## src/ple_pkg.sv

```systemverilog
package ple_pkg;
    // Bus geometry
    localparam int PADDR_W = 12;
    localparam int PDATA_W = 32;

    // Configuration words per equation, equation stride in bytes and word indices
    localparam int CFG_WORDS     = 3;
    localparam int CFG_STRIDE    = 16;
    localparam logic [1:0] CFG_W_INPUTS = 2'h0;
    localparam logic [1:0] CFG_W_MODE   = 2'h1;
    localparam logic [1:0] CFG_W_DELAY  = 2'h2;

    // Status and control byte addresses
    localparam logic [PADDR_W-1:0] ADDR_CTRL    = 12'h400;
    localparam logic [PADDR_W-1:0] ADDR_DIRECT  = 12'h404;
    localparam logic [PADDR_W-1:0] ADDR_LATCHED = 12'h408;
    localparam logic [PADDR_W-1:0] ADDR_EXT     = 12'h40C;
    localparam logic [PADDR_W-1:0] ADDR_SWEEPS  = 12'h410;

    // Control bits
    localparam int CTRL_RUN_BIT   = 0;
    localparam int CTRL_CLEAR_BIT = 1;
    localparam logic CTRL_RUN_RST = 1'b1;

    // Signal selector width and field positions
    localparam int SEL_W        = 6;
    localparam int SEL0_LSB     = 0;
    localparam int SEL1_LSB     = 8;
    localparam int SEL2_LSB     = 16;
    localparam int SEL3_LSB     = 24;
    localparam int INV_LSB      = 0;
    localparam int OP_LSB       = 4;
    localparam int RST_SEL_LSB  = 8;
    localparam int RST_INV_BIT  = 16;
    localparam int RISE_LSB     = 0;
    localparam int FALL_LSB     = 16;
    localparam int DLY_W        = 16;

    // Gate operators
    localparam logic [1:0] OP_AND  = 2'h0;
    localparam logic [1:0] OP_OR   = 2'h1;
    localparam logic [1:0] OP_NAND = 2'h2;
    localparam logic [1:0] OP_NOR  = 2'h3;
endpackage

```

## src/ple_cfg_mem.sv

```systemverilog
`timescale 1ns/10ps
`default_nettype none
module ple_cfg_mem #(
    parameter int N_ROWS = 8,
    parameter int RW     = 3,
    parameter int WORDS  = 3
) (
    input  wire logic                    clk,
    input  wire logic                    reset,
    input  wire logic                    wr_en,
    input  wire logic [RW-1:0]           wr_row,
    input  wire logic [1:0]              wr_word,
    input  wire logic [31:0]             wr_data,
    input  wire logic [RW-1:0]           rd_a_row,
    input  wire logic [1:0]              rd_a_word,
    output var  logic [31:0]             rd_a_data,
    input  wire logic [RW-1:0]           rd_b_row,
    output var  logic [WORDS*32-1:0]     rd_b_data
);
    typedef struct packed {
        logic [N_ROWS-1:0][WORDS-1:0][31:0] mem;
        logic [31:0]                        rd_a;
        logic [WORDS*32-1:0]                rd_b;
    } ple_mem_s;

    ple_mem_s st;
    ple_mem_s next_st;

    always_comb
    begin
        next_st = st;
        if (wr_en && (32'(wr_word) < WORDS))
        begin
            next_st.mem[wr_row][wr_word] = wr_data;
        end
        // Registered reads
        next_st.rd_a = (32'(rd_a_word) < WORDS) ? st.mem[rd_a_row][rd_a_word] : 32'h0;
        next_st.rd_b = st.mem[rd_b_row];
    end

    always_ff @(posedge clk)
    begin
        if (reset)
        begin
            st <= '0;
        end
        else
        begin
            st <= next_st;
        end
    end

    assign rd_a_data = st.rd_a;
    assign rd_b_data = st.rd_b;
endmodule
`default_nettype wire

```

## src/ple_eq_core.sv

```systemverilog
`timescale 1ns/10ps
`default_nettype none
module ple_eq_core
    import ple_pkg::*;
(
    input  wire logic [3:0]                in_val,
    input  wire logic [3:0]                in_inv,
    input  wire logic [1:0]                op,
    input  wire logic                      rst_val,
    input  wire logic                      rst_inv,
    input  wire logic [ple_pkg::DLY_W-1:0] rise_delay_time,
    input  wire logic [ple_pkg::DLY_W-1:0] fall_delay_time,
    input  wire logic [ple_pkg::DLY_W-1:0] cnt,
    input  wire logic                      tout,
    input  wire logic                      latch,
    output logic [ple_pkg::DLY_W-1:0]      next_cnt,
    output logic                           next_tout,
    output logic                           next_latch
);
    logic [3:0]       cond;
    logic             gate;
    logic             clr;
    logic [DLY_W-1:0] dly;

    always_comb
    begin
        cond = in_val ^ in_inv;
        unique case (op)
            OP_AND:  gate = &cond;
            OP_OR:   gate = |cond;
            OP_NAND: gate = ~&cond;
            OP_NOR:  gate = ~|cond;
        endcase
        // Hold-off timer, counted in sweeps
        dly = gate ? rise_delay_time : fall_delay_time;
        next_cnt  = '0;
        next_tout = tout;
        if (gate != tout)
        begin
            if ((dly == '0) || (cnt >= dly))
            begin
                next_tout = gate;
            end
            else
            begin
                next_cnt = cnt + 1'b1;
            end
        end
        clr = rst_val ^ rst_inv;
        next_latch = clr ? 1'b0 : (latch | next_tout);
    end
endmodule
`default_nettype wire

```

## src/ple_top.sv

```systemverilog
// Design decisions made here: the address map and register access over APB.
`timescale 1ns/10ps
`default_nettype none
module ple_top
    import ple_pkg::*;
#(
    parameter int N_EQ  = 8,
    parameter int N_EXT = 16
) (
    input  wire logic                        clk,
    input  wire logic                        reset,
    input  wire logic                        psel,
    input  wire logic                        penable,
    input  wire logic                        pwrite,
    input  wire logic [ple_pkg::PADDR_W-1:0] paddr,
    input  wire logic [ple_pkg::PDATA_W-1:0] pwdata,
    output logic [ple_pkg::PDATA_W-1:0]      prdata,
    output logic                             pready,
    output logic                             pslverr,
    input  wire logic [N_EXT-1:0]            ext_in,
    output logic [N_EQ-1:0]                  direct_out,
    output logic [N_EQ-1:0]                  latched_out,
    output logic [N_EQ-1:0]                  latched_n_out,
    output logic                             sweep_done
);
    localparam int IW    = (N_EQ > 1) ? $clog2(N_EQ) : 1;
    localparam int N_SRC = N_EXT + 3 * N_EQ;
    localparam logic [IW-1:0] LAST_EQ = IW'(N_EQ - 1);

    typedef struct packed {
        logic [N_EXT-1:0]             sync1;
        logic [N_EXT-1:0]             sync2;
        logic [N_EXT-1:0]             ext_snap;
        logic [IW-1:0]                fetch_idx;
        logic [IW-1:0]                eval_idx;
        logic                         eval_vld;
        logic                         run;
        logic [N_EQ-1:0]              direct;
        logic [N_EQ-1:0]              latched;
        logic [N_EQ-1:0]              latched_n;
        logic [N_EQ-1:0][DLY_W-1:0]   cnt;
        logic [31:0]                  sweeps;
        logic                         sweep_done;
        logic                         pready;
        logic                         pslverr;
        logic [31:0]                  prdata;
    } ple_state_s;

    ple_state_s st;
    ple_state_s next_st;

    logic [CFG_WORDS*32-1:0] cfg_row;
    logic [31:0]             cfg_rd;
    logic                    cfg_hit;
    logic                    mem_we;
    logic [IW-1:0]           bus_row;
    logic [1:0]              bus_word;
    logic [N_SRC-1:0]        src;
    logic [3:0]              in_val;
    logic [DLY_W-1:0]        core_cnt;
    logic                    core_tout;
    logic                    core_latch;
    logic                    rst_val;

    function automatic logic pick(input logic [N_SRC-1:0] s, input logic [SEL_W-1:0] sel);
        pick = (32'(sel) < N_SRC) ? s[sel] : 1'b0;
    endfunction

    function automatic logic [31:0] widen_eq(input logic [N_EQ-1:0] v);
        widen_eq = 32'(v);
    endfunction

    // Bus address decode
    always_comb
    begin
        bus_row  = paddr[IW+3:4];
        bus_word = paddr[3:2];
        cfg_hit  = (paddr[PADDR_W-1:IW+4] == '0)
                   && (32'(paddr[PADDR_W-1:4]) < N_EQ)
                   && (32'(bus_word) < CFG_WORDS);
        mem_we   = psel && penable && st.pready && pwrite && cfg_hit;
    end

    ple_cfg_mem #(
        .N_ROWS (N_EQ),
        .RW     (IW),
        .WORDS  (CFG_WORDS)
    ) i_ple_cfg_mem (
        .clk       (clk),
        .reset     (reset),
        .wr_en     (mem_we),
        .wr_row    (bus_row),
        .wr_word   (bus_word),
        .wr_data   (pwdata),
        .rd_a_row  (bus_row),
        .rd_a_word (bus_word),
        .rd_a_data (cfg_rd),
        .rd_b_row  (st.fetch_idx),
        .rd_b_data (cfg_row)
    );

    // Selectable signal list: inputs, then direct, latched and inverted latched
    always_comb
    begin
        src = {st.latched_n, st.latched, st.direct, st.ext_snap};
        in_val[0] = pick(src, cfg_row[SEL0_LSB +: SEL_W]);
        in_val[1] = pick(src, cfg_row[SEL1_LSB +: SEL_W]);
        in_val[2] = pick(src, cfg_row[SEL2_LSB +: SEL_W]);
        in_val[3] = pick(src, cfg_row[SEL3_LSB +: SEL_W]);
        rst_val   = pick(src, cfg_row[32 + RST_SEL_LSB +: SEL_W]);
    end

    ple_eq_core i_ple_eq_core (
        .in_val          (in_val),
        .in_inv          (cfg_row[32 + INV_LSB +: 4]),
        .op              (cfg_row[32 + OP_LSB +: 2]),
        .rst_val         (rst_val),
        .rst_inv         (cfg_row[32 + RST_INV_BIT]),
        .rise_delay_time (cfg_row[64 + RISE_LSB +: DLY_W]),
        .fall_delay_time (cfg_row[64 + FALL_LSB +: DLY_W]),
        .cnt             (st.cnt[st.eval_idx]),
        .tout            (st.direct[st.eval_idx]),
        .latch           (st.latched[st.eval_idx]),
        .next_cnt        (core_cnt),
        .next_tout       (core_tout),
        .next_latch      (core_latch)
    );

    always_comb
    begin
        next_st = st;
        next_st.sync1      = ext_in;
        next_st.sync2      = st.sync1;
        next_st.sweep_done = 1'b0;

        // Fetch stage walks the terms upward and wraps
        next_st.eval_vld = st.run;
        next_st.eval_idx = st.fetch_idx;
        if (st.run)
        begin
            next_st.fetch_idx = (st.fetch_idx == LAST_EQ) ? '0 : st.fetch_idx + 1'b1;
        end

        // Result written in place: later terms see it now, earlier ones next sweep
        if (st.eval_vld)
        begin
            next_st.cnt[st.eval_idx]       = core_cnt;
            next_st.direct[st.eval_idx]    = core_tout;
            next_st.latched[st.eval_idx]   = core_latch;
            next_st.latched_n[st.eval_idx] = ~core_latch;
            if (st.eval_idx == LAST_EQ)
            begin
                next_st.ext_snap   = st.sync2;
                next_st.sweeps     = st.sweeps + 32'h1;
                next_st.sweep_done = 1'b1;
            end
        end

        // Bus slave: answer one cycle into the access phase
        next_st.pready  = 1'b0;
        next_st.pslverr = 1'b0;
        if (psel && penable && !st.pready)
        begin
            next_st.pready = 1'b1;
            next_st.prdata = 32'h0;
            if (cfg_hit)
            begin
                next_st.prdata = pwrite ? 32'h0 : cfg_rd;
            end
            else
            begin
                unique case (paddr)
                    ADDR_CTRL:    next_st.prdata = 32'(st.run);
                    ADDR_DIRECT:  next_st.prdata = widen_eq(st.direct);
                    ADDR_LATCHED: next_st.prdata = widen_eq(st.latched);
                    ADDR_EXT:     next_st.prdata = 32'(st.ext_snap);
                    ADDR_SWEEPS:  next_st.prdata = st.sweeps;
                    default:      next_st.pslverr = 1'b1;
                endcase
                if (pwrite && (paddr != ADDR_CTRL))
                begin
                    next_st.pslverr = 1'b1;
                end
            end
        end

        // Control write takes effect at the completing edge
        if (psel && penable && st.pready && pwrite && (paddr == ADDR_CTRL))
        begin
            next_st.run = pwdata[CTRL_RUN_BIT];
            if (pwdata[CTRL_CLEAR_BIT])
            begin
                next_st.latched   = '0;
                next_st.latched_n = '1;
            end
        end
    end

    always_ff @(posedge clk)
    begin
        if (reset)
        begin
            st           <= '0;
            st.run       <= CTRL_RUN_RST;
            st.latched_n <= '1;
        end
        else
        begin
            st <= next_st;
        end
    end

    assign prdata        = st.prdata;
    assign pready        = st.pready;
    assign pslverr       = st.pslverr;
    assign direct_out    = st.direct;
    assign latched_out   = st.latched;
    assign latched_n_out = st.latched_n;
    assign sweep_done    = st.sweep_done;
endmodule
`default_nettype wire

```

## config.mk

```make
export PLATFORM = sky130hd
export DESIGN_NAME = ple_top
export DESIGN_NICKNAME = d
export VERILOG_FILES = /design/src/ple_pkg.sv /design/src/ple_cfg_mem.sv /design/src/ple_eq_core.sv /design/src/ple_top.sv
export SDC_FILE = /design/constraint.sdc
export NUM_CORES = 2
export LEC_CHECK = 0
export BUFFER_PORTS_ARGS = -buffer_cell sky130_fd_sc_hd__buf_2
export CAP_MARGIN = 20
export CORE_MARGIN = 2
export CORE_UTILIZATION = 46
export CTS_CLUSTER_DIAMETER = 150
export DETAILED_ROUTE_END_ITERATION = 7
export SYNTH_ARGS = -nofsm -noshare
export SYNTH_HDL_FRONTEND = slang
export SYNTH_HIERARCHICAL = 1
export SYNTH_SLANG_ARGS = --single-unit
export TNS_END_PERCENT = 1
```

## constraint.sdc

```tcl
create_clock -name clk -period 6.5 [get_ports clk]
set_input_delay 1.3 -clock clk [delete_from_list [all_inputs] [get_ports clk]]
set_output_delay 1.3 -clock clk [all_outputs]
set_load 0.02 [all_outputs]
```

# [Word-level counts from Yosys, hierarchy flattened]
# Index checks and enable logic that the tools add are counted.
[totals] inputBits=65 output_inout_bits=59 elab_cells=177 register_bits=1171
[classes] n_bitwise=7 add_sub_neg=3 n_mux=59 n_reduce_logical=27 eq_ne=12 n_lt_le_gt_ge=20
[ops] operator="bitwise mux 768 bit" n=1
[ops] operator="binary-select mux 96 bit (select 3 bit)" n=2
[ops] operator="demux 96 bit (select 3 bit)" n=1
[ops] operator="two-way mux 96 bit" n=3
[ops] operator="two-way mux 177 bit" n=1
[ops] operator="one-hot mux 32 bit (5 select lines)" n=1
[ops] operator="bitwise mux 128 bit" n=1
[ops] operator="two-way mux 32 bit" n=4
[ops] operator="two-way mux 16 bit" n=7
[ops] operator="binary-select mux 32 bit (select 2 bit)" n=1
[ops] operator="demux 32 bit (select 2 bit)" n=1
[ops] operator="== test 12 x 11 -> 1 bit (second input constant)" n=5
[ops] operator="binary-select mux 16 bit (select 3 bit)" n=1
[ops] operator="demux 16 bit (select 3 bit)" n=1
[ops] operator="< comparator 6 x 7 -> 1 bit (second input constant)" n=5
[ops] operator="two-way mux 34 bit" n=1
[ops] operator="two-way mux 33 bit" n=1
[ops] operator="adder 32 x 1 -> 32 bit (second input constant)" n=1
[ops] operator="binary-select mux 1 bit (select 6 bit)" n=5
[ops] operator="< comparator 6 bit (second input constant)" n=5
[ops] operator="bitwise mux 8 bit" n=3
[ops] operator="two-way mux 1 bit" n=19
[ops] operator="adder 16 x 1 -> 16 bit (second input constant)" n=1
[ops] operator="greater-or-equal comparator 16 bit" n=1
[ops] operator="32 further kinds" n=56

# [Longest topological paths before layout]
[depth] ltp_word=19 ltp_mapped=25 ltp_nobuf=20

# [By module]
# Netlist, hierarchy kept.
[modules_own_cells] module="ple_cfg_mem" instances=1 cells_each=4790 area_each_um2=42939.9 seq_area_each_um2=17937.2
[modules_own_cells] module="ple_top" instances=1 cells_each=1548 area_each_um2=13439.1 seq_area_each_um2=5505.3
[modules_own_cells] module="ple_eq_core" instances=1 cells_each=143 area_each_um2=1102.3 seq_area_each_um2=0.0

# [Worst setup path before layout]
# OpenSTA, ideal clock, no wires.
[synth_path] kind="reg-to-reg" from="register i_ple_cfg_mem.st, in the netlist i_ple_cfg_mem/rd_b_data[24]" to="register st, in the netlist latched_n_out[0]" n_path_buf=4 t_required_ps=6361 arrival_time_ps=4582 setup_ps=139 stages_incl_launch_ff=23 path_slack_ps=1779 path_cell_list="dfxtp_1 buf_4 buf_2 mux4_2 mux2_2 a32o_1 xor2_1 o31ai_2 a31o_1 and2_4 buf_12 mux2_4 ha_1 nor3b_1 o211ai_1 a211oi_1 o21a_1 a21o_1 o21a_1 clkbuf_1 nand2_1 o21ai_0 nand2_1"
[synth_via] elab_chain_len=19 word_cells_on_any_way=24 classes_between="order compare: 2; eq/ne: 1; mux: 12; bitwise: 3; reduce/logical: 6"
[synth_lines] element="start: declaration" line="ple_cfg_mem.sv:26" source="ple_mem_s st;"
[synth_lines] element="start signal: assignment" line="ple_cfg_mem.sv:49" source="st <= next_st;"
[synth_lines] element="binary-select mux 1 bit (select 6 bit)" line="ple_top.sv:66" source="pick = (32'(sel) < N_SRC) ? s[sel] : 1'b0;"
[synth_lines] element="two-way mux 1 bit (implied by the code)" line="ple_top.sv:66"
[synth_lines] element="two-way mux 1 bit (*)" line="ple_top.sv:66"
[synth_lines] element="named net in_val[3]" line="ple_top.sv:59" source="logic [3:0] in_val;"
[synth_lines] element="bitwise XOR 4 bit (*)" line="ple_eq_core.sv:27" source="cond = in_val ^ in_inv;"
[synth_lines] element="OR reduction 4 bit / AND reduction 4 bit (equally long branches)"
[synth_lines] element="zero test 1 bit (on tied branches)" line="ple_eq_core.sv:32, ple_eq_core.sv:31"
[synth_lines] element="one-hot mux 1 bit (4 select lines) (*)" line="ple_eq_core.sv:28" source="unique case (op)"
[synth_lines] element="[... 5 more ...]"
[synth_lines] element="OR 1 bit (*)" line="ple_eq_core.sv:50" source="next_latch = clr ? 1'b0 : (latch | next_tout);"
[synth_lines] element="two-way mux 1 bit (*)" line="ple_eq_core.sv:50"
[synth_lines] element="named net core_latch" line="ple_top.sv:62" source="logic core_latch;"
[synth_lines] element="NOT 1 bit (*)" line="ple_top.sv:150" source="next_st.latched_n[st.eval_idx] = ~core_latch;"
[synth_lines] element="bitwise mux 8 bit (*)" line="ple_top.sv:150"
[synth_lines] element="two-way mux 177 bit (*)" line="ple_top.sv:145" source="if (st.eval_vld)"
[synth_lines] element="two-way mux 16 bit" line="ple_top.sv:191" source="if (pwdata[CTRL_CLEAR_BIT])"
[synth_lines] element="two-way mux 16 bit (*)" line="ple_top.sv:188" source="if (psel && penable && st.pready && pwrite && (paddr == ADDR_CTRL))"
[synth_lines] element="end signal: assignment" line="ple_top.sv:209" source="st <= next_st;"
[synth_lines] element="end: declaration" line="ple_top.sv:49" source="ple_state_s st;"
# Mark *: on every way through the listed nets, which the timed path passes. The rest lies on a longest branch. The select of a mux whose other input is x is not followed.
# A chain may end at the register's enable or synchronous reset.

==> impl_metrics.env <==
export IMPL_area_growth_pct=7.51
export IMPL_setup_viol=0
export IMPL_grt_setup_unrepaired="no"
export IMPL_routed_wl_um=192000
export IMPL_num_rows=127
export IMPL_path_clk_slew_ns=0.06
export IMPL_place_hpwl_um=117000
export IMPL_status="finished clean"
export IMPL_drv_slew=0
export IMPL_place_ws_ns=1.00
export IMPL_cts_resized_gates=0
export IMPL_cp_data_arrival_time_ns=6.25
export IMPL_slew_headroom=0.194
export IMPL_maxCapViolCount=0
export IMPL_grt_pass1_wl_um=284000
export IMPL_die_area_um2=123000
export IMPL_overflow=0
export IMPL_coreArea_um2=119000
export IMPL_internal_power_uw=11700
export IMPL_slowest_stage="dfxtp_1"
export IMPL_holdBufCountCts=0
export IMPL_clkPwrFrac=0.482
export IMPL_gp_congestion=0.914
export IMPL_drc=0
export IMPL_tns_ns=0
export IMPL_path_buf_inv=0
export IMPL_cp_slowest_stage_delay_ns=0.75
export IMPL_clockBufferDepth=3
export IMPL_syn_nets=6401
export IMPL_finalNonFillerCells=7654
export IMPL_drt_first_pass_iters=5
export IMPL_die_w_um=350
export IMPL_post_cts_setup_buffers=0
export IMPL_crit_family="compound AO/OA/AOI/OAI gates"
export IMPL_io_pins=124
export IMPL_cp_max_fo=19
export IMPL_dp_cells=7425
export IMPL_cts_htree_levels=3
export IMPL_post_drt_wl_per_cell_um=25.0
export IMPL_numPortBuffers=123
export IMPL_drive_above_1_share=0.155
export IMPL_synth_cells=6316
export IMPL_hold_path_depth=2
export IMPL_design_area_um2=59300
export IMPL_cts_buffers=120
export IMPL_cts_sinks=1144
export IMPL_power_switching_uw=3590
export IMPL_clockRootBuffer="clkbuf_16"
export IMPL_critPathRequiredTime_ns=7.12
export IMPL_antenna_found_initial=11
export IMPL_hold_path_class="register to register"
export IMPL_crit_cells=18
export IMPL_worst_setup_path_type="register to register"
export IMPL_setup_slack_ns=0.869
export IMPL_crit_chain="mux4_2, mux2i_1, a221oi_1, a32o_1, xor2_1, o31ai_2, a31o_1, and2_4, mux2_4, ha_1, nor3b_1, o211ai_1, a211oi_1, o21a_1, o21ai_4, nor2_1, nand2_1, a21oi_1"
export IMPL_start_util=0.462
export IMPL_comb_power_share=0.054
export IMPL_power_leakage_uw=0.0193
export IMPL_vias=46200
export IMPL_seqPwrFrac=0.464
export IMPL_grt_usage=0.305
export IMPL_hold_viol_final=0
export IMPL_vdd_drop_max_v=0.000231
export IMPL_grt_pass1_vias=44000
export IMPL_reg2regPathDepth=18
export IMPL_drtIter0Drc=5390
export IMPL_fin_crit_ns=5.63
export IMPL_cp_end_kind="register"
export IMPL_routed_via_density=6.04
export IMPL_netlist_area_um2=55100
export IMPL_power_density_nw_per_um2=258
export IMPL_cts_tree="built"
export IMPL_worst_pin_slew_ns=1.21
export IMPL_grt_start_max_net_pins=188
export IMPL_crit_path_start_kind="register"
export IMPL_period_share=0.866
export IMPL_avgSynthCellArea_um2=8.73
export IMPL_placed_area_um2=55000
export IMPL_fmax_mhz=178
export IMPL_die_h_um=350
export IMPL_yosysWarnings=6
export IMPL_final_nets=6022
export IMPL_switching_share=0.235
export IMPL_skew_ns=0.0257
export IMPL_antenna_left=0
export IMPL_clk_latency_ns=0.72
[final cells by class]
type	count	area, um^2
tap	1612	2020
timing repair buffer	239	1680
clock inverter	40	572
multi-input combinational	4424	28400
clock buffer	183	3680
fill	11100	60100
sequential	1144	22900
inverter	8	30.0
antenna	4	10.0
[worst reg2reg max path, delay by kind of cell (launching register included)]
kind	cells	cell delay, ns
adders and majority gates	1	0.27
AOI/OAI and AO/OA	9	2.03
muxes	3	1.14
xor gates and xnor gates	1	0.16
DFF	1	0.75
and+or+nand+nor	4	1.17
[layer usage]
metal  share of wire  routed length, um  global-route usage
met1            0.41              78500               0.414
met2            0.45              87000               0.482
met3            0.10              19500              0.0592
met4           0.034               6600               0.109
met5         0.00027                 51                   0
[flip-flops by register name (all words and copies together), names as in the netlist]
name                     flops
i_ple_cfg_mem/st           768
src                         16
latched_n_out                8
st                         180
next_st                     20
latched_out                  8
prdata                      32
direct_out                   8
sweep_done                   1
i_ple_cfg_mem/rd_a_data     32
pslverr                      1
pready                       1
i_ple_cfg_mem/rd_b_data     69
[cells in the final DEF, fill, tap and decap left out, drive strengths merged, types with 58 or more instances in the layout]
cell,count
nand2,1956
dfxtp,1144
a21oi,974
mux4,295
buf,239
mux2i,226
clkbuf,183
nor2,182
mux2,120
a22oi,79
nand3,63
o22a,58
[through the flow]
step	util	hold WS (ns)	total power, uW
2_1_floorplan	-	0.414	7820
3_3_place_gp	0.460	0.422	8070
3_5_place_dp	0.461	0.429	8070
4_1_cts	0.496	0.447	15400
5_1_grt	0.497	0.455	15700
6_report	0.497	0.438	15300
[power groups by stage]
stage	combinational [uW]	clock [uW]	sequential [uW]
final	830	7370	7100
after global routing	864	7730	7100
after floorplan	612	0	7210
after detailed placement	816	0	7260
after CTS	817	7440	7100
after global placement	814	0	7260
[final timing paths]
check                                                 start       to  slack (ns)
worst min-delay path                                st[254]  src[11]        0.44
worst max register to register  i_ple_cfg_mem/rd_b_data[24]   st[98]        0.87
worst min register to register                      st[254]  src[11]        0.44
worst max-delay path            i_ple_cfg_mem/rd_b_data[24]   st[98]        0.87
(Power assumes the default switching activity.)
